### config.mk
export PLATFORM = sky130hd
export DESIGN_NAME = ppcm_pwm_cfg
export DESIGN_NICKNAME = d
export VERILOG_FILES = /design/src/ppcm_cmp_mem.v /design/src/ppcm_wrap_det.v /design/src/ppcm_pwm_cfg.v
export VERILOG_INCLUDE_DIRS = /design/src /design/src/src
export SDC_FILE = /design/constraint.sdc
export NUM_CORES = 1
export LEC_CHECK = 0
export ABC_AREA = 1
export BUFFER_PORTS_ARGS = -buffer_cell sky130_fd_sc_hd__buf_2
export CAP_MARGIN = 20
export CORE_MARGIN = 3
export CORE_UTILIZATION = 40
export DETAILED_ROUTE_END_ITERATION = 7
export PLACE_DENSITY_LB_ADDON = 0.3
export SYNTH_ARGS = -nofsm -noshare
export SYNTH_HDL_FRONTEND = slang
export SYNTH_SLANG_ARGS = --single-unit
export TNS_END_PERCENT = 100
### constraint.sdc
create_clock -name clk_sys -period 9.7 [get_ports clk_sys]
set_clock_uncertainty 0.05 [all_clocks]
set_input_delay 0.485 -clock clk_sys [delete_from_list [all_inputs] [get_ports clk_sys]]
set_output_delay 0.485 -clock clk_sys [all_outputs]
set_load 0.01 [all_outputs]
### src/ppcm_defines.vh
// ppcm_defines.vh: addresses, field positions and reset values for the
// counter-array pwm cycle and module mode configuration block.
// assumes an 8-bit special-function-register bus with 8-bit addresses.
`ifndef PPCM_DEFINES_VH
`define PPCM_DEFINES_VH

// register addresses
`define PPCM_ADDR_MODE0      8'hDA
`define PPCM_ADDR_MODE1      8'hDB
`define PPCM_ADDR_MODE2      8'hDC
`define PPCM_ADDR_MODE3      8'hDD
`define PPCM_ADDR_MODE4      8'hDE
`define PPCM_ADDR_MODE5      8'hCE
`define PPCM_ADDR_PWMCFG     8'hDF
// compare byte pair addresses, chosen here, low byte then high byte per module
`define PPCM_ADDR_CMPL_BASE  8'hE9
`define PPCM_ADDR_CMPH_BASE  8'hF1

// pwm cycle configuration fields
`define PPCM_BANK_SEL_BIT    7
`define PPCM_WRAP_IE_BIT     6
`define PPCM_WRAP_FLAG_BIT   5
`define PPCM_CLSEL_HI        1
`define PPCM_CLSEL_LO        0
`define PPCM_PWMCFG_WMASK    8'hE3

// module mode fields
`define PPCM_WIDE_BIT        7
`define PPCM_TOGGLE_BIT      2
`define PPCM_PULSE_BIT       1

// reset values
`define PPCM_MODE_RESET      8'h00
`define PPCM_PWMCFG_RESET    8'h00
`define PPCM_CMP_RESET       16'h0000

// cycle length codes
`define PPCM_CLSEL_8         2'h0
`define PPCM_CLSEL_9         2'h1
`define PPCM_CLSEL_10        2'h2
`define PPCM_CLSEL_11        2'h3

`define PPCM_NUM_MODULES     6

`endif

### src/ppcm_cmp_mem.v
// ppcm_cmp_mem.v: small storage for the six 16-bit compare words, written by software or by reload.
// one byte write port and one registered read port; one clock.
`timescale 1ns/100ps
`include "ppcm_defines.vh"

module ppcm_cmp_mem (
	// clock and reset
	input  wire        clk_sys,
	input  wire        reset,
	// byte write port
	input  wire        wr_en,
	input  wire        wr_high,
	input  wire [2:0]  wr_index,
	input  wire [7:0]  wr_data,
	// registered read port, whole word
	input  wire [2:0]  rd_index,
	output reg  [15:0] rd_data_q,
	// flat view of all words for the compare datapath
	output wire [95:0] all_words
);

	reg [15:0] mem_q [0:5];
	integer    i;

	// flat view for the per-module logic
	genvar g;
	generate
		for (g = 0; g < 6; g = g + 1) begin : g_flat
			assign all_words[g*16 +: 16] = mem_q[g];
		end
	endgenerate

	// byte writes; reset clears so compare values are defined
	always @(posedge clk_sys) begin
		if (reset) begin
			for (i = 0; i < 6; i = i + 1)
				mem_q[i] <= `PPCM_CMP_RESET;
		end else if (wr_en && (wr_index < 3'h6)) begin
			if (wr_high)
				mem_q[wr_index][15:8] <= wr_data;
			else
				mem_q[wr_index][7:0] <= wr_data;
		end
	end

	// read data come from a register
	always @(posedge clk_sys) begin
		if (reset)
			rd_data_q <= `PPCM_CMP_RESET;
		else if (rd_index < 3'h6)
			rd_data_q <= mem_q[rd_index];
		else
			rd_data_q <= `PPCM_CMP_RESET;
	end

endmodule // ppcm_cmp_mem

### src/ppcm_wrap_det.v
// ppcm_wrap_det.v: detects the end of a pwm cycle from the main counter.
// assumes main_counter and its advance strobe are synchronous to clk_sys.
`timescale 1ns/100ps
`include "ppcm_defines.vh"

module ppcm_wrap_det (
	// clock and reset
	input  wire        clk_sys,
	input  wire        reset,
	// counter view
	input  wire [15:0] main_counter,
	input  wire        counter_tick,
	input  wire [1:0]  cycle_length_select,
	// one-cycle pulse as the selected bit carries out
	output wire        cycle_wrap_pulse,
	// one-cycle pulse as bit 15 carries out
	output wire        wide_wrap_pulse
);

	reg [1:0] tick_d1_q;

	// mask of the counter bits up to and including the selected carry bit
	function [10:0] ppcm_len_mask;
		input [1:0] sel;
		begin
			case (sel)
				`PPCM_CLSEL_8:  ppcm_len_mask = 11'h0FF;
				`PPCM_CLSEL_9:  ppcm_len_mask = 11'h1FF;
				`PPCM_CLSEL_10: ppcm_len_mask = 11'h3FF;
				default:        ppcm_len_mask = 11'h7FF;
			endcase
		end
	endfunction

	// counter is all ones in the low field on a tick: this tick carries out
	wire at_top_w  = ((main_counter[10:0] & ppcm_len_mask(cycle_length_select))
	                  == ppcm_len_mask(cycle_length_select));
	wire at_wide_w = (main_counter == 16'hFFFF);

	// register the carry so the pulse aligns with the counter rolling over
	always @(posedge clk_sys) begin
		if (reset) begin
			tick_d1_q <= 2'h0;
		end else begin
			tick_d1_q <= {counter_tick & at_wide_w, counter_tick & at_top_w};
		end
	end

	assign cycle_wrap_pulse = tick_d1_q[0];
	assign wide_wrap_pulse  = tick_d1_q[1];

endmodule // ppcm_wrap_det

### src/ppcm_pwm_cfg.v
// ppcm_pwm_cfg.v: pwm cycle and module mode configuration for the
// programmable counter array, with compare/reload banks and match outputs.
// assumes a synchronous sfr bus: address, write strobe and read strobe
// valid for one clk_sys cycle; read data registered two cycles later.
//
// Contract
// - bank-select bit 7 steers compare byte accesses to compare or reload words
// - reload words only act in 9, 10 and 11-bit cycle lengths
// - bank select 0 reaches compare pair, 1 reaches reload pair
// - wrap flag requests interrupt only while enable bit 6 is set
// - wrap flag sets on carry out of selected bit 7 to 10
// - wrap flag at bit 5 set by hardware or software, cleared only by software
// - bits 4 to 2 of cycle config read zero, writes ignored
// - selector codes 00 to 11 give 8, 9, 10, 11-bit cycles
// - one shared cycle length governs all non-wide pwm modules
// - wide pwm modules ignore the cycle length selector
// - six 8-bit mode registers, read/write, reset to zero
// - wide bit with pwm enabled selects 16-bit pwm
// - toggle plus pwm enabled gives frequency output toggling on matches
// - module 5 mode register locked while watchdog enable is set
`timescale 1ns/100ps
`include "ppcm_defines.vh"

module ppcm_pwm_cfg (
	// clock and reset
	input  wire        clk_sys,
	input  wire        reset,
	// sfr bus
	input  wire [7:0]  sfr_addr,
	input  wire        sfr_wr,
	input  wire        sfr_rd,
	input  wire [7:0]  sfr_wdata,
	output reg  [7:0]  sfr_rdata_q,
	output reg         sfr_hit_q,
	// counter array side
	input  wire [15:0] main_counter,
	input  wire        counter_tick,
	input  wire        watchdog_enable_bit,
	// outputs to the array
	output wire        cycle_wrap_irq,
	output reg  [5:0]  module_output_pin_q,
	output wire [5:0]  module_wide_pwm,
	output wire [5:0]  module_freq_out,
	output wire [1:0]  cycle_length_select
);

	// configuration state
	reg [7:0]  mode_q [0:5];
	reg        reload_bank_select_q;
	reg        cycle_wrap_irq_enable_q;
	reg        cycle_wrap_flag_q;
	reg [1:0]  cycle_length_select_q;
	reg [1:0]  rd_kind_q;
	reg [7:0]  rd_direct_q;
	reg        rd_high_q;
	reg        rd_bank_q;
	reg [95:0] reload_q;
	integer    k;

	wire        cycle_wrap_pulse;
	wire        wide_wrap_pulse;
	wire [95:0] cmp_words;
	wire [15:0] cmp_rd;

	// decode of a compare byte address: valid, high, index
	// the offset is worked out at full address width and then cut to three
	// bits, so the valid and high flags keep their places in the result
	function [4:0] ppcm_cmp_dec;
		input [7:0] a;
		reg   [7:0] off;
		begin
			off = 8'h00;
			if ((a >= `PPCM_ADDR_CMPL_BASE) && (a < `PPCM_ADDR_CMPL_BASE + 8'h06)) begin
				off          = a - `PPCM_ADDR_CMPL_BASE;
				ppcm_cmp_dec = {1'b1, 1'b0, off[2:0]};
			end else if ((a >= `PPCM_ADDR_CMPH_BASE) && (a < `PPCM_ADDR_CMPH_BASE + 8'h06)) begin
				off          = a - `PPCM_ADDR_CMPH_BASE;
				ppcm_cmp_dec = {1'b1, 1'b1, off[2:0]};
			end else begin
				ppcm_cmp_dec = 5'h00;
			end
		end
	endfunction

	// mode register index for an address, 7 when none
	function [2:0] ppcm_mode_idx;
		input [7:0] a;
		begin
			case (a)
				`PPCM_ADDR_MODE0: ppcm_mode_idx = 3'h0;
				`PPCM_ADDR_MODE1: ppcm_mode_idx = 3'h1;
				`PPCM_ADDR_MODE2: ppcm_mode_idx = 3'h2;
				`PPCM_ADDR_MODE3: ppcm_mode_idx = 3'h3;
				`PPCM_ADDR_MODE4: ppcm_mode_idx = 3'h4;
				`PPCM_ADDR_MODE5: ppcm_mode_idx = 3'h5;
				default:          ppcm_mode_idx = 3'h7;
			endcase
		end
	endfunction

	wire [4:0] cdec_w    = ppcm_cmp_dec(sfr_addr);
	wire       cmp_hit_w = cdec_w[4];
	wire       cmp_hi_w  = cdec_w[3];
	wire [2:0] cmp_idx_w = cdec_w[2:0];
	wire [2:0] mode_idx_w = ppcm_mode_idx(sfr_addr);
	wire       cfg_hit_w = (sfr_addr == `PPCM_ADDR_PWMCFG);

	// reload words only matter outside 8-bit length
	wire reload_active_w = (cycle_length_select_q != `PPCM_CLSEL_8);

	// pwm cycle config register; set beats software clear of the flag
	always @(posedge clk_sys) begin
		if (reset) begin
			reload_bank_select_q    <= 1'b0;
			cycle_wrap_irq_enable_q <= 1'b0;
			cycle_wrap_flag_q       <= 1'b0;
			cycle_length_select_q   <= `PPCM_CLSEL_8;
		end else begin
			if (sfr_wr && cfg_hit_w) begin
				reload_bank_select_q    <= sfr_wdata[`PPCM_BANK_SEL_BIT];
				cycle_wrap_irq_enable_q <= sfr_wdata[`PPCM_WRAP_IE_BIT];
				cycle_length_select_q   <= sfr_wdata[`PPCM_CLSEL_HI:`PPCM_CLSEL_LO];
			end
			if (cycle_wrap_pulse)
				cycle_wrap_flag_q <= 1'b1;
			else if (sfr_wr && cfg_hit_w)
				cycle_wrap_flag_q <= sfr_wdata[`PPCM_WRAP_FLAG_BIT];
		end
	end

	// interrupt request follows flag and enable
	assign cycle_wrap_irq      = cycle_wrap_flag_q & cycle_wrap_irq_enable_q;
	assign cycle_length_select = cycle_length_select_q;

	// mode registers; module 5 frozen while the watchdog owns it
	always @(posedge clk_sys) begin
		if (reset) begin
			for (k = 0; k < 6; k = k + 1)
				mode_q[k] <= `PPCM_MODE_RESET;
		end else if (sfr_wr && (mode_idx_w != 3'h7)) begin
			if (!((mode_idx_w == 3'h5) && watchdog_enable_bit))
				mode_q[mode_idx_w] <= sfr_wdata;
		end
	end

	// reload words live in flops: copied out to non-wide pwm modules each cycle end outside 8-bit length, too wide for a port
	always @(posedge clk_sys) begin
		if (reset) begin
			reload_q <= 96'h0;
		end else if (sfr_wr && cmp_hit_w && reload_bank_select_q) begin
			if (cmp_hi_w)
				reload_q[cmp_idx_w*16+8 +: 8] <= sfr_wdata;
			else
				reload_q[cmp_idx_w*16 +: 8] <= sfr_wdata;
		end
	end

	// compare write arbitration: software bank 0 first, else cycle-end reload
	reg        cw_en;
	reg        cw_hi;
	reg [2:0]  cw_idx;
	reg [7:0]  cw_data;
	reg [2:0]  reload_ptr_q;
	reg [1:0]  reload_phase_q;
	reg        reload_busy_q;

	always @* begin
		cw_en   = 1'b0;
		cw_hi   = 1'b0;
		cw_idx  = 3'h0;
		cw_data = 8'h00;
		if (sfr_wr && cmp_hit_w && !reload_bank_select_q) begin
			cw_en   = 1'b1;
			cw_hi   = cmp_hi_w;
			cw_idx  = cmp_idx_w;
			cw_data = sfr_wdata;
		end else if (reload_busy_q) begin
			cw_hi   = reload_phase_q[1];
			cw_idx  = reload_ptr_q;
			cw_data = cw_hi ? reload_q[reload_ptr_q*16+8 +: 8]
			                : reload_q[reload_ptr_q*16 +: 8];
			// wide modules keep their own compare word
			cw_en   = mode_q[reload_ptr_q][`PPCM_PULSE_BIT]
			        & ~mode_q[reload_ptr_q][`PPCM_WIDE_BIT];
		end
	end

	// cycle-end walk over the six modules, two bytes each
	// a bank-0 software write stalls the walk for that edge, so the reload byte
	// due then is written on a later edge and not skipped on the shared port
	always @(posedge clk_sys) begin
		if (reset) begin
			reload_busy_q  <= 1'b0;
			reload_ptr_q   <= 3'h0;
			reload_phase_q <= 2'h0;
		end else if (!reload_busy_q) begin
			if (cycle_wrap_pulse && reload_active_w) begin
				reload_busy_q  <= 1'b1;
				reload_ptr_q   <= 3'h0;
				reload_phase_q <= 2'h0;
			end
		end else if (!(sfr_wr && cmp_hit_w && !reload_bank_select_q)) begin
			if (reload_phase_q[1]) begin
				reload_phase_q <= 2'h0;
				if (reload_ptr_q == 3'h5)
					reload_busy_q <= 1'b0;
				else
					reload_ptr_q <= reload_ptr_q + 3'h1;
			end else begin
				reload_phase_q <= 2'h2;
			end
		end
	end

	// read index follows the bus address so the word is ready one edge on
	ppcm_cmp_mem u_cmp (
		.clk_sys   (clk_sys),
		.reset     (reset),
		.wr_en     (cw_en),
		.wr_high   (cw_hi),
		.wr_index  (cw_idx),
		.wr_data   (cw_data),
		.rd_index  (cmp_idx_w),
		.rd_data_q (cmp_rd),
		.all_words (cmp_words)
	);

	ppcm_wrap_det u_wrap (
		.clk_sys             (clk_sys),
		.reset               (reset),
		.main_counter        (main_counter),
		.counter_tick        (counter_tick),
		.cycle_length_select (cycle_length_select_q),
		.cycle_wrap_pulse    (cycle_wrap_pulse),
		.wide_wrap_pulse     (wide_wrap_pulse)
	);

	// read path: stage 1 captures kind and direct data
	always @(posedge clk_sys) begin
		if (reset) begin
			rd_kind_q   <= 2'h0;
			rd_direct_q <= 8'h00;
			rd_high_q   <= 1'b0;
			rd_bank_q   <= 1'b0;
		end else begin
			rd_kind_q   <= 2'h0;
			rd_high_q   <= cmp_hi_w;
			rd_bank_q   <= reload_bank_select_q;
			// reload byte is staged unless a cfg or mode read takes the slot; only a bank-1 compare read uses it
			rd_direct_q <= cmp_hi_w ? reload_q[cmp_idx_w*16+8 +: 8]
			                        : reload_q[cmp_idx_w*16 +: 8];
			if (sfr_rd && cfg_hit_w) begin
				rd_kind_q   <= 2'h1;
				// bits 4 to 2 always zero
				rd_direct_q <= {reload_bank_select_q, cycle_wrap_irq_enable_q,
				                cycle_wrap_flag_q, 3'h0, cycle_length_select_q};
			end else if (sfr_rd && (mode_idx_w != 3'h7)) begin
				rd_kind_q   <= 2'h1;
				rd_direct_q <= mode_q[mode_idx_w];
			end else if (sfr_rd && cmp_hit_w) begin
				rd_kind_q   <= 2'h2;
			end
		end
	end

	// read path: stage 2 picks compare or reload byte
	wire [7:0] cmp_byte_w = rd_high_q ? cmp_rd[15:8] : cmp_rd[7:0];
	always @(posedge clk_sys) begin
		if (reset) begin
			sfr_rdata_q <= 8'h00;
			sfr_hit_q   <= 1'b0;
		end else begin
			sfr_hit_q <= (rd_kind_q != 2'h0);
			case (rd_kind_q)
				2'h1:    sfr_rdata_q <= rd_direct_q;
				2'h2:    sfr_rdata_q <= rd_bank_q ? rd_direct_q : cmp_byte_w;
				default: sfr_rdata_q <= 8'h00;
			endcase
		end
	end

	// per-module mode decode and pin behaviour
	wire [5:0] pin_next_w;
	genvar m;
	generate
		for (m = 0; m < 6; m = m + 1) begin : g_mod
			wire [7:0]  md  = mode_q[m];
			wire [15:0] cw  = cmp_words[m*16 +: 16];
			wire        pwm = md[`PPCM_PULSE_BIT];
			wire        wide = pwm & md[`PPCM_WIDE_BIT];
			wire        freq = pwm & md[`PPCM_TOGGLE_BIT];
			wire [10:0] lmask = (cycle_length_select_q == `PPCM_CLSEL_8)  ? 11'h0FF :
			                    (cycle_length_select_q == `PPCM_CLSEL_9)  ? 11'h1FF :
			                    (cycle_length_select_q == `PPCM_CLSEL_10) ? 11'h3FF :
			                    11'h7FF;
			wire match_w = wide ? (main_counter == cw)
			             : ((main_counter[10:0] & lmask) == (cw[10:0] & lmask));
			assign module_wide_pwm[m] = wide;
			assign module_freq_out[m] = freq;

			// pwm: high from match to cycle end; freq: toggle on match
			wire        wrap_w = wide ? wide_wrap_pulse : cycle_wrap_pulse;
			assign pin_next_w[m] =
				(freq && counter_tick && match_w)    ? ~module_output_pin_q[m] :
				(pwm && counter_tick && match_w)     ? 1'b1 :
				(pwm && !freq && wrap_w)             ? 1'b0 :
				module_output_pin_q[m];
		end
	endgenerate

	// all six pins in one process so the vector has a single driver
	always @(posedge clk_sys) begin
		if (reset)
			module_output_pin_q <= 6'h00;
		else
			module_output_pin_q <= pin_next_w;
	end

endmodule // ppcm_pwm_cfg

; ---- Word level (Yosys, flattened, before mapping)
; Memories as Yosys holds them, arrays and structs flattened. A register that Yosys moved wholly into a read port is not among the register bits.
; Cells that the tools add are included.
[totals]
register_bits = 136
mem_bits_rw = 144
in_bits = 38
out_inout_bits = 30
word_cells = 279
memories = 2
[op_classes]
addsub = 7
magnitude_cmp = 6
n_eq_ne = 31
n_shift = 8
mux = 96
bitwise = 32
n_reduce_logical = 74
[mem_list]
columns = memory, words, width, rd, rd_clocked_by_memory_dff, write_ports, line
row1 = u_cmp.mem_q, 6, 16, 7, 1, 6, ppcm_cmp_mem.v:22  ; reg [15:0] mem_q [0:5];
row2 = mode_q, 6, 8, 8, 1, 6, ppcm_pwm_cfg.v:48  ; reg [7:0] mode_q [0:5];
[op_table]
columns = operator, count
row1 = $bwmux 96, 2
row2 = $shift 8x34->96 const A, 2
row3 = $shiftx 8x34->96, 2
row4 = $shiftx 96x8->8, 2
row5 = $shiftx 96x9->8, 2
row6 = $eq 16x16->1, 6
row7 = $mux 96, 1
row8 = $and 11x11->11, 8
row9 = $eq 11x11->1, 7
row10 = $mux 8, 9
row11 = $mux 1, 58
row12 = $eq 8x8->1 const B, 7
row13 = $logic_and 1x1->1, 49
row14 = $neg 32->34, 1
row15 = $neg 7->34, 1
row16 = $mux 11, 3
row17 = $mux 3, 11
row18 = $pmux 11 s3, 1
row19 = $pmux 3 s6, 1
row20 = $reduce_bool 3->1, 6
row21 = $add 7x4->8 const B, 2
row22 = $and 1x1->1, 16
row23 = $eq 16x16->1 const B, 1
row24 = $ge 8x8->1 const B, 2
row25 = 23 further kinds, 54

; ---- Logic depth before layout (Yosys ltp)
; Gate-level depths: netlist of run 1.
[logic_depth]
ltp_word = 14
mapped_depth = 23
depth_no_buf = 19

; ---- By module
; From an unflattened synthesis of run 1, not the netlist that was laid out.
[unflattened]
hier_cells = 2606
hier_area_um2 = 19309.8
[modules_own_cells]
columns = module, instances, cells_each, area_per_inst_um2
row1 = ppcm_pwm_cfg, 1, 1861, 12553.3
row2 = ppcm_cmp_mem, 1, 716, 6611.3
row3 = ppcm_wrap_det, 1, 29, 145.1

; ---- Worst setup path before layout of run 1
; OpenSTA, ideal clock, no wires.
[synth_path]
path_type = input-to-reg
startpoint = input port sfr_addr[0]
endpoint = register reload_q[22]
setup_time_ns = 0.070
arrival_ns = 3.349
required_time_ns = 9.580
path_slack_ns = 6.231
path_stages = 19
n_path_buf = 5
path_cell_list = inv_1 > ha_1 > nand3_1 > buf_4 > nand3_4 > nand2_2 > buf_6 > nand2_2 > buf_1 > ha_1 > ha_1 > clkbuf_1 > inv_1 > nand2_1 > nor2_1 > nand4_1 > clkbuf_1 > o21ai_0 > a21oi_1
[synth_between]
elab_chain_len = 9
word_cells_on_any_way = 22
[synth_rtl]
columns = element, line
row1 = from (decl), ppcm_pwm_cfg.v:29  ; input wire [7:0] sfr_addr,
row2 = $ge 8x8->1 (no source line) / $lt 8x8->1 (equally long branches), -
row3 = $logic_and 1x1->1, ppcm_pwm_cfg.v:76  ; end else if ((a >= `PPCM_ADDR_CMPH_BASE) && (a < `PPCM_ADDR_CMPH_BASE + 8'h06)) begin
row4 = $mux 5, ppcm_pwm_cfg.v:76
row5 = $mux 5 *, ppcm_pwm_cfg.v:73  ; if ((a >= `PPCM_ADDR_CMPL_BASE) && (a < `PPCM_ADDR_CMPL_BASE + 8'h06)) begin
row6 = $add 7x4->8, ppcm_pwm_cfg.v:152  ; reload_q[cmp_idx_w*16+8 +: 8] <= sfr_wdata;
row7 = $neg 32->34, ppcm_pwm_cfg.v:152
row8 = $shiftx 8x34->96 / $shift 8x34->96 (equally long branches), ppcm_pwm_cfg.v:152
row9 = $bwmux 96, ppcm_pwm_cfg.v:152
row10 = $mux 96, ppcm_pwm_cfg.v:151  ; if (cmp_hi_w)
row11 = "to (signal, indexed assignment)", ppcm_pwm_cfg.v:152
row12 = "to (signal, indexed assignment)", ppcm_pwm_cfg.v:154  ; reload_q[cmp_idx_w*16 +: 8] <= sfr_wdata;
row13 = to (decl), ppcm_pwm_cfg.v:57  ; reg [95:0] reload_q;
; Mark *: on every way between the ends. The rest lies on a longest branch, timed or not.
; A chain may end at the register's enable or synchronous reset.

; ---- Final worst setup path of run 1
[layout_path]
startpoint = input port sfr_addr[0]
endpoint = register reload_q[17]
; The elaborated chain is that of the path after synthesis.

==> flow_summary.json, run 1 <==
{
  "drtAntennaViolNets": 0,
  "holdBufCountCts": 0,
  "htreeDepth": 2,
  "hold_depth": 3,
  "r2r-start": "reload_ptr_q[0]",
  "regArea_sq_um": 8850,
  "worst_pin_slew_ns": 1.08,
  "worstPathCellList": "buf_2, inv_1, ha_1, nand3_1, nand3_4, nand2_2, nand2_1, ha_1, inv_1, nand2_1, nor2_1, nand4_1, o21ai_0, a21oi_1",
  "p_leak_nw": 8.36,
  "finalCriticalPeriod_ns": 5.13,
  "critPathArrivalTime_ns": 5.51,
  "dp_cells": 3020,
  "io_buffer_count": 67,
  "diodes": 0,
  "clock_latency_ns": 0.57,
  "cp.required_ns": 10.07,
  "fin_util": 0.454,
  "drive_above_1_share": 0.0830,
  "slowest_delay_ns": 0.57,
  "async_flop_share": 0,
  "r2r_end": "u_cmp.mem_q[7][13]",
  "die_w_microns": 222,
  "final_cell_area_sq_um": 20800,
  "clock_sinks": 346,
  "wire_per_inst_microns": 20.9,
  "post_cts_buffers": 0,
  "cp-start-kind": "primary input",
  "dp_hpwl_mm": 46.2,
  "synth-seq-cells": 346,
  "syn2layout_area_growth_pct": 10.9,
  "crit_fanout": 32,
  "setup_violations": 0,
  "holdCritStartpoint": "sfr_rd",
  "p_per_area_nw_per_um2": 162,
  "antenna_found_initial": 0,
  "worstSetupPathType": "in -> reg",
  "num_io_pins": 68,
  "drtIter0Drc": 2176,
  "viasPerCell": 5.51,
  "drc": 0,
  "cts_root_buffer": "clkbuf_16",
  "finalSetupTns_ns": 0,
  "hp-class": "in -> reg",
  "maxCapViolCount": 0,
  "synth-edff-count": 192,
  "clkTransAtPathRegs_ns": 0.06,
  "gp_congestion": 0.972,
  "fill_cells": 4616,
  "cts_buffers": 40,
  "r2r_cells": 11,
  "seq_area_frac_synth": 0.473,
  "rows": 78,
  "min_to": "rd_kind_q[1]",
  "whs_ns": 0.170,
  "gr-total-overflow": 0,
  "finalHoldViolCount": 0,
  "rsz0062_at_grt": "false",
  "worst-r2r-setup-slack_ns": 6.22,
  "grt_max_degree": 89,
  "firstDrtPassIters": 6,
  "endpoint_kind": "register",
  "ys.flop_type": "edfxtp_1",
  "syn_area_per_cell_sq_um": 7.66,
  "vias": 17100,
  "yosys.cell_types.count": 50,
  "yosys_warnings": 0,
  "vdd_ir_drop_max_uv": 139,
  "grt_pass1_wl_mm": 97.1,
  "slowest_stage": "nand2_1",
  "fin_cells": 3093,
  "die_h_microns": 222,
  "multi_input_comb_area_sq_um": 8410,
  "synth_area_sq_um": 18700,
  "syn-instance-count": 2443,
  "status": "finished, final reports clean",
  "maxSlewViolCount": 0,
  "clk_path_buf_depth": 3,
  "cts_resized": 0,
  "cts_tree": "yes",
  "grt_use_total": 0.255,
  "core_sq_um": 45800,
  "start_util": 0.409,
  "dpl_cell_area_sq_um": 19400,
  "routed_wl_mm": 64.6,
  "max_freq_ghz": 0.195,
  "dieArea_sq_um": 49400,
  "grt_pass1_vias": 16000,
  "fin_crit_sh": 0.529,
  "max_slew_margin": 0.280,
  "layout.nets": 2516
}
## state kept, by name (all words and copies together) (netlist names), 2 cells and up, named ones only
register,cells
u_wrap.tick_d1_q,2
cycle_length_select,2
u_cmp.rd_data_q,16
u_cmp.mem_q,128
reload_ptr_q,3
mode_q,64
module_output_pin_q,6
rd_kind_q,2
sfr_rdata_q,8
reload_q,96
rd_direct_q,8
## cells by family (layout without fill, tap and decap cells)
kind of cell	Yosys count	count (layout)	synth area share
simple gates	1120	1120	0.259
compound gates	505	505	0.146
buf+inv	402	413	0.0865
flops	346	346	0.473
xor+xnor	53	53	0.0248
fa+ha+maj	16	16	0.0107
other cells	1	40	0.000200
## per-layer routing
| metal | vias up | global-route usage | wire (microns) |
|---|---|---|---|
| li1 | 8091 | - | - |
| met1 | 8022 | 0.342 | 27100 |
| met2 | 792 | 0.395 | 28500 |
| met3 | 152 | 0.0589 | 6000 |
| met4 | 0 | 0.108 | 3040 |
| met5 | - | 0 | 0 |
## cell usage in the layout (no fill, tap or decap), types with 5 or more instances in the layout
cell and instances:
or2_2 8, buf_4 14, nor4_1 6, nand2_1 474
nor2_1 361, a22oi_1 8, ha_1 16, inv_1 243
nand2_2 9, a211oi_1 11, xor2_1 21, inv_2 13
nand3_1 154, clkbuf_8 9, nand4_1 42, dfxtp_1 154
clkbuf_1 12, clkbuf_16 42, conb_1 40, buf_2 67
o211ai_1 22, o21a_1 12, o21ai_1 13, nand3_2 14
xnor2_1 32, o22ai_1 19, o21ai_0 244, nor3_1 27
clkinv_2 5, edfxtp_1 192, a21oi_1 163
## worst max-delay path by stage
stage	startpoint	endpoint	slack, ns	cells past startpoint
after global placement	sfr_addr[0]	reload_q[17]	4.34	14
after detailed placement	sfr_addr[0]	reload_q[19]	4.10	14
after floorplan	sfr_addr[0]	reload_q[22]	6.23	19
final	sfr_addr[0]	reload_q[17]	4.57	14
after global routing	sfr_addr[0]	reload_q[22]	4.23	14
after CTS	sfr_addr[0]	reload_q[19]	4.66	14
## layout make-up
type	count	share of cell area
sequential	346	0.426
multi-input combinational	1734	0.405
clock buffer	64	0.0591
inverter	259	0.0468
tap	600	0.0362
timing repair buffer	81	0.0212
clock inverter	9	0.00524
## where the power goes
part / switching (mW) / internal (mW) / total, mW
combinational: 0.164 / 0.0606 / 0.224
sequential: 0.0245 / 1.58 / 1.61
clock: 0.621 / 0.920 / 1.54
## per-stage QoR
step                      worst slack [ns]  power, mW
after floorplan                       6.23       1.78
after global placement                4.34       1.85
after detailed placement              4.10       1.85
after CTS                             4.66       3.38
after global routing                  4.23       3.47
final                                 4.57       3.37
## synthesized netlist by cell type, types with 14 or more instances
cell type	count	area, sq um
a21oi_1	163	816
xor2_1	21	184
nand2_1	475	1780
nand4_1	42	263
o211ai_1	22	165
nand3_1	154	771
buf_2	37	185
nor3_1	28	140
inv_1	244	916
o21ai_0	244	1220
ha_1	16	200
xnor2_1	32	280
dfxtp_1	154	3080
clkbuf_1	79	297
nand3_2	14	140
o22ai_1	19	119
buf_4	15	113
nor2_1	361	1360
edfxtp_1	192	5770
## worst max-delay path: cells and delay by family
kind | cells | cell delay, ns
buffers and inverters | 3 | 1.19
AOI/OAI and AO/OA | 2 | 0.44
adders and majority gates | 2 | 0.89
and+or+nand+nor | 7 | 2.46
Note: power is estimated with default switching activity, not from simulation.
==> run 2, diff against run 1 <==
==> constraint.sdc (replaced) <==
create_clock -name clk_sys -period 4.1 [get_ports clk_sys]
set_clock_uncertainty 0.05 [all_clocks]
set_input_delay 0.205 -clock clk_sys [delete_from_list [all_inputs] [get_ports clk_sys]]
set_output_delay 0.205 -clock clk_sys [all_outputs]
set_load 0.01 [all_outputs]
==> run 2 against run 1 <==
Compared with the run above: critical path type is now reg -> reg; first-iteration DRC count fell by 3.8%; critical path depth down 4; global-route usage up 0.98 points.
==> flow_summary.json, run 2 (synthesis results as in run 1) <==
{
  "maxSlewViolCount": 0,
  "grt_use_total": 0.265,
  "drive_above_1_share": 0.0913,
  "p_per_area_nw_per_um2": 381,
  "slowest_delay_ns": 0.57,
  "gr-total-overflow": 0,
  "cts_resized": 0,
  "start_util": 0.409,
  "crit_family": "simple AND/OR/NAND/NOR gates",
  "rows": 78,
  "critPathArrivalTime_ns": 3.50,
  "grt_max_degree": 85,
  "regArea_sq_um": 8850,
  "regMostFlops": "u_cmp.mem_q",
  "worstPathCellList": "clkinv_1, a21oi_1, o21ai_0, nand3_1, nand3_1, nand2_1, nand2_1, o21ai_0, nand2_1, inv_1",
  "finalHoldViolCount": 0,
  "max_slew_margin": 0.396,
  "multi_input_comb_area_sq_um": 8410,
  "clock_latency_ns": 0.57,
  "wire_per_inst_microns": 21.6,
  "fill_cells": 4593,
  "p_leak_nw": 8.50,
  "setup_slack_ns": 0.905,
  "die_h_microns": 222,
  "cts_tree": "yes",
  "firstDrtPassIters": 6,
  "cp-start-kind": "register",
  "antenna_found_initial": 0,
  "cts_buffers": 39,
  "clkTransAtPathRegs_ns": 0.06,
  "final_common_cell": "nand2_1",
  "status": "finished, final reports clean",
  "maxCapViolCount": 0,
  "cts_root_buffer": "clkbuf_16",
  "slowest_stage": "clkinv_1",
  "fin_util": 0.459,
  "grt_pass1_wl_mm": 101,
  "core_sq_um": 45800,
  "drc": 0,
  "dp_slack_ns": 0.384,
  "rsz0062_at_grt": "false",
  "die_w_microns": 222,
  "htreeDepth": 2,
  "vdd_ir_drop_max_uv": 317,
  "max_freq_ghz": 0.313,
  "crit_fanout": 19,
  "drtIter0Drc": 2093,
  "worstSetupPathType": "reg -> reg",
  "grt_pass1_vias": 16500,
  "endpoint_kind": "register",
  "power_mw": 8.00,
  "finalSetupTns_ns": 0,
  "dp_hpwl_mm": 48.8,
  "syn2layout_area_growth_pct": 12.2,
  "routed_wl_mm": 67.2,
  "diodes": 0,
  "layout.nets": 2546,
  "num_io_pins": 68,
  "drtAntennaViolNets": 0,
  "worst_pin_slew_ns": 0.905,
  "setup_violations": 0,
  "gp_congestion": 1.00,
  "cp.required_ns": 4.41,
  "clk_path_buf_depth": 3,
  "cp_common_cell": "nand2_1",
  "fin_crit_sh": 0.779,
  "whs_ns": 0.0368,
  "clock_sinks": 346,
  "vias": 17500,
  "dieArea_sq_um": 49400,
  "io_buffer_count": 67,
  "largest_reg_flops": 128,
  "final_cell_mix": "474 x nand2_1, 361 x nor2_1, 244 x o21ai_0",
  "viasPerCell": 5.60,
  "cp.buffers_inverters": 2,
  "finalCriticalPeriod_ns": 3.19,
  "reg_top3": "u_cmp.mem_q: 128 flops, reload_q: 96 flops, mode_q: 64 flops",
  "hp-class": "in -> reg"
}
==> run 2: final timing paths <==
check / depth (start not counted) / slack [ns] / start / to
setup / recovery: 10 / 0.91 / reload_ptr_q[0] / u_cmp.mem_q[5][11]
hold / removal: 3 / 0.04 / sfr_wdata[0] / cycle_length_select[0]
setup reg to reg: 10 / 0.91 / reload_ptr_q[0] / u_cmp.mem_q[5][11]
hold reg to reg: 2 / 0.41 / reload_q[62] / reload_q[62]
==> run 2: through the flow <==
step | instances | area, sq um
floorplan | 2482 | 18900
global placement | 3045 | 19600
detailed placement | 3045 | 19600
CTS | 3120 | 21000
global route | 3120 | 21000
finish | 3120 | 21000
==> run 2: power by group <==
| group | switching (mW) | internal [mW] |
|---|---|---|
| combinational | 0.399 | 0.157 |
| clock | 1.45 | 2.19 |
| sequential | 0.0606 | 3.74 |
| total | 1.91 | 6.09 |
==> run 2: timing repair <==
action / in CTS / in global routing
hold buffers: 6 / 0
endpoints found under the setup margin: 0 / 0
buffers inserted: 0 / 0
hold endpoints to repair: 5 / 0
==> run 2: layout make-up <==
type                       count  share of cell area
tap                          600              0.0357
clock inverter                10             0.00625
multi-input combinational   1734               0.400
inverter                     259              0.0463
timing repair buffer         112              0.0339
sequential                   346               0.421
clock buffer                  59              0.0565
==> run 2: per-layer routing <==
| metal | vias up | global-route usage | wire [microns] | part of all wire |
|---|---|---|---|---|
| met5 | - | 0 | 0 | 0 |
| li1 | 8146 | - | - | - |
| met2 | 851 | 0.424 | 30500 | 0.45 |
| met1 | 8329 | 0.358 | 28000 | 0.42 |
| met3 | 161 | 0.0411 | 5790 | 0.086 |
| met4 | 0 | 0.111 | 2950 | 0.044 |
==> run 2: worst reg2reg max path, cell delays in order, from the launching register on <==
cell and delay, ns:
dfxtp_1 0.33, clkinv_1 0.57, a21oi_1 0.30, o21ai_0 0.23, nand3_1 0.13, nand3_1 0.07, nand2_1 0.14, nand2_1 0.06
o21ai_0 0.22, nand2_1 0.55, inv_1 0.34
==> run 3, diff against run 2 <==
==> constraint.sdc (replaced) <==
create_clock -name clk_sys -period 2.75 [get_ports clk_sys]
set_clock_uncertainty 0.05 [all_clocks]
set_input_delay 0.1375 -clock clk_sys [delete_from_list [all_inputs] [get_ports clk_sys]]
set_output_delay 0.1375 -clock clk_sys [all_outputs]
set_load 0.01 [all_outputs]
==> run 3 against run 2 <==
Compared with the run above: cell count rose by 4.8%; global-route usage rose by 0.26 points; sequential cell count stayed put; critical path type unchanged; critical endpoint is now u_cmp.mem_q[5][13]; largest cell class unchanged.
==> flow_summary.json, run 3 (synthesis results as in run 1) <==
{
  "status": "finished, final reports clean",
  "grt_pass1_vias": 16900,
  "io_buffer_count": 67,
  "regMostFlops": "u_cmp.mem_q",
  "cp.required_ns": 3.06,
  "cts_root_buffer": "clkbuf_16",
  "finalCriticalPeriod_ns": 2.44,
  "p_int_mw": 9.49,
  "max_slew_margin": 0.583,
  "antenna_found_initial": 1,
  "p_seq_frac": 0.457,
  "grt_use_total": 0.267,
  "drive_above_1_share": 0.143,
  "finalHoldViolCount": 0,
  "routed_wl_mm": 68.0,
  "maxSlewViolCount": 0,
  "viasPerCell": 5.53,
  "cp-start-kind": "register",
  "cts_resized": 0,
  "clock_sinks": 346,
  "wire_per_inst_microns": 20.8,
  "worst_pin_slew_ns": 0.623,
  "clk_path_buf_depth": 3,
  "p_comb_frac": 0.075,
  "dieArea_sq_um": 49400,
  "syn2layout_area_growth_pct": 20.8,
  "layout.nets": 2694,
  "vias": 18100,
  "dp_hpwl_mm": 50.5,
  "drtIter0Drc": 2117,
  "firstDrtPassIters": 7,
  "p_leak_nw": 9.37,
  "drc": 0,
  "grt_max_degree": 88,
  "core_sq_um": 45800,
  "gp_congestion": 0.985,
  "largest_reg_flops": 128,
  "grt_pass1_wl_mm": 102,
  "max_freq_ghz": 0.410,
  "hp-class": "in -> reg",
  "htreeDepth": 2,
  "drtAntennaViolNets": 0,
  "start_util": 0.409,
  "crit_fanout": 19,
  "post_cts_buffers": 0,
  "p_per_area_nw_per_um2": 548,
  "maxCapViolCount": 0,
  "pwr-share-clk": 0.468,
  "switchingPower_mw": 2.92,
  "critPathArrivalTime_ns": 2.75,
  "power_mw": 12.4,
  "die_h_microns": 222,
  "worstSetupPathType": "reg -> reg",
  "final_common_cell": "nand2_1",
  "cts_buffers": 41,
  "endpoint_kind": "register",
  "vdd_ir_drop_max_uv": 531,
  "die_w_microns": 222,
  "diodes": 0,
  "reg_top3": "u_cmp.mem_q: 128 flops, reload_q: 96 flops, mode_q: 64 flops",
  "rows": 78,
  "num_io_pins": 68,
  "rsz0062_at_grt": "false",
  "clkTransAtPathRegs_ns": 0.06,
  "fin_crit_sh": 0.887,
  "gr-total-overflow": 0,
  "clock_latency_ns": 0.57,
  "cts_tree": "yes",
  "final_cell_mix": "473 x nand2_1, 359 x nor2_1, 242 x o21ai_0",
  "setup_violations": 0,
  "dp_slack_ns": -0.0972,
  "swShare": 0.235,
  "setup_slack_ns": 0.310
}
-- run 3: cell types whose count changed in the layout (fill, tap and decap cells not counted), sizes merged --
cell	change
buf	+142
clkinvlp	+2
bufinv	+3
clkinv	-2
inv	+2
dlygate4sd3	+4
clkbuf	-1
-- run 3: area by class of cell --
type                    instances  area [sq um]
flip-flops and latches        346          8850
fillers                      4400         23100
inverters                     259           978
multi-input cells            1734          8460
clock buffers                  58          1190
clock inverters                15           238
repair buffers                258          2160
well taps                     600           751
-- run 3: final timing paths --
kind / startpoint / end / slack [ns] / depth (start not counted)
max: reload_ptr_q[0] / u_cmp.mem_q[5][13] / 0.31 / 11
min: sfr_wdata[2] / mode_q[3][2] / 0.02 / 3
max reg2reg: reload_ptr_q[0] / u_cmp.mem_q[5][13] / 0.31 / 11
min reg2reg: reload_q[78] / reload_q[78] / 0.41 / 2
-- run 3: per-stage QoR --
step	instances	utilization	hold WS [ns]	setup TNS (ns)	cell area, sq um
after floorplan	2482	-	0.214	0	19000
after global placement	3187	0.461	0.355	-0.0488	21100
after detailed placement	3187	0.461	0.357	-2.44	21100
after CTS	3270	0.494	0.000793	0	22600
after global routing	3270	0.494	0.0109	0	22600
final	3270	0.494	0.0236	0	22600
-- run 3: what timing repair did --
item,CTS,global route
endpoints found under the setup margin,0,0
hold buffers,10,0
endpoints found under the hold margin,7,0
-- run 3: metal layers --
metal | wire length [microns] | up-vias | part of all wire | global-route usage
li1 | - | 8461 | - | -
met1 | 28600 | 8578 | 0.42 | 0.365
met2 | 31100 | 916 | 0.46 | 0.433
met3 | 5660 | 139 | 0.083 | 0.0363
met4 | 2670 | 0 | 0.039 | 0.101
met5 | 0 | - | 0 | 0
-- run 3: power groups by stage --
stage,sequential [mW],combinational [mW],clock (mW)
6_report,5.67,0.936,5.80
3_3_place_gp,5.77,0.897,0
4_1_cts,5.66,0.917,5.89
2_1_floorplan,5.73,0.536,0
5_1_grt,5.68,1.01,6.11
3_5_place_dp,5.77,0.903,0
-- run 3: critical path, cell delays in order, from the launching register on --
cell,delay [ns]
dfxtp_1,0.52
clkinv_1,0.11
buf_4,0.23
a21oi_1,0.14
o21ai_0,0.20
nand3_1,0.18
nand3_1,0.08
nand2_1,0.08
nand2_1,0.05
o21ai_0,0.10
nand2_1,0.20
inv_1,0.27
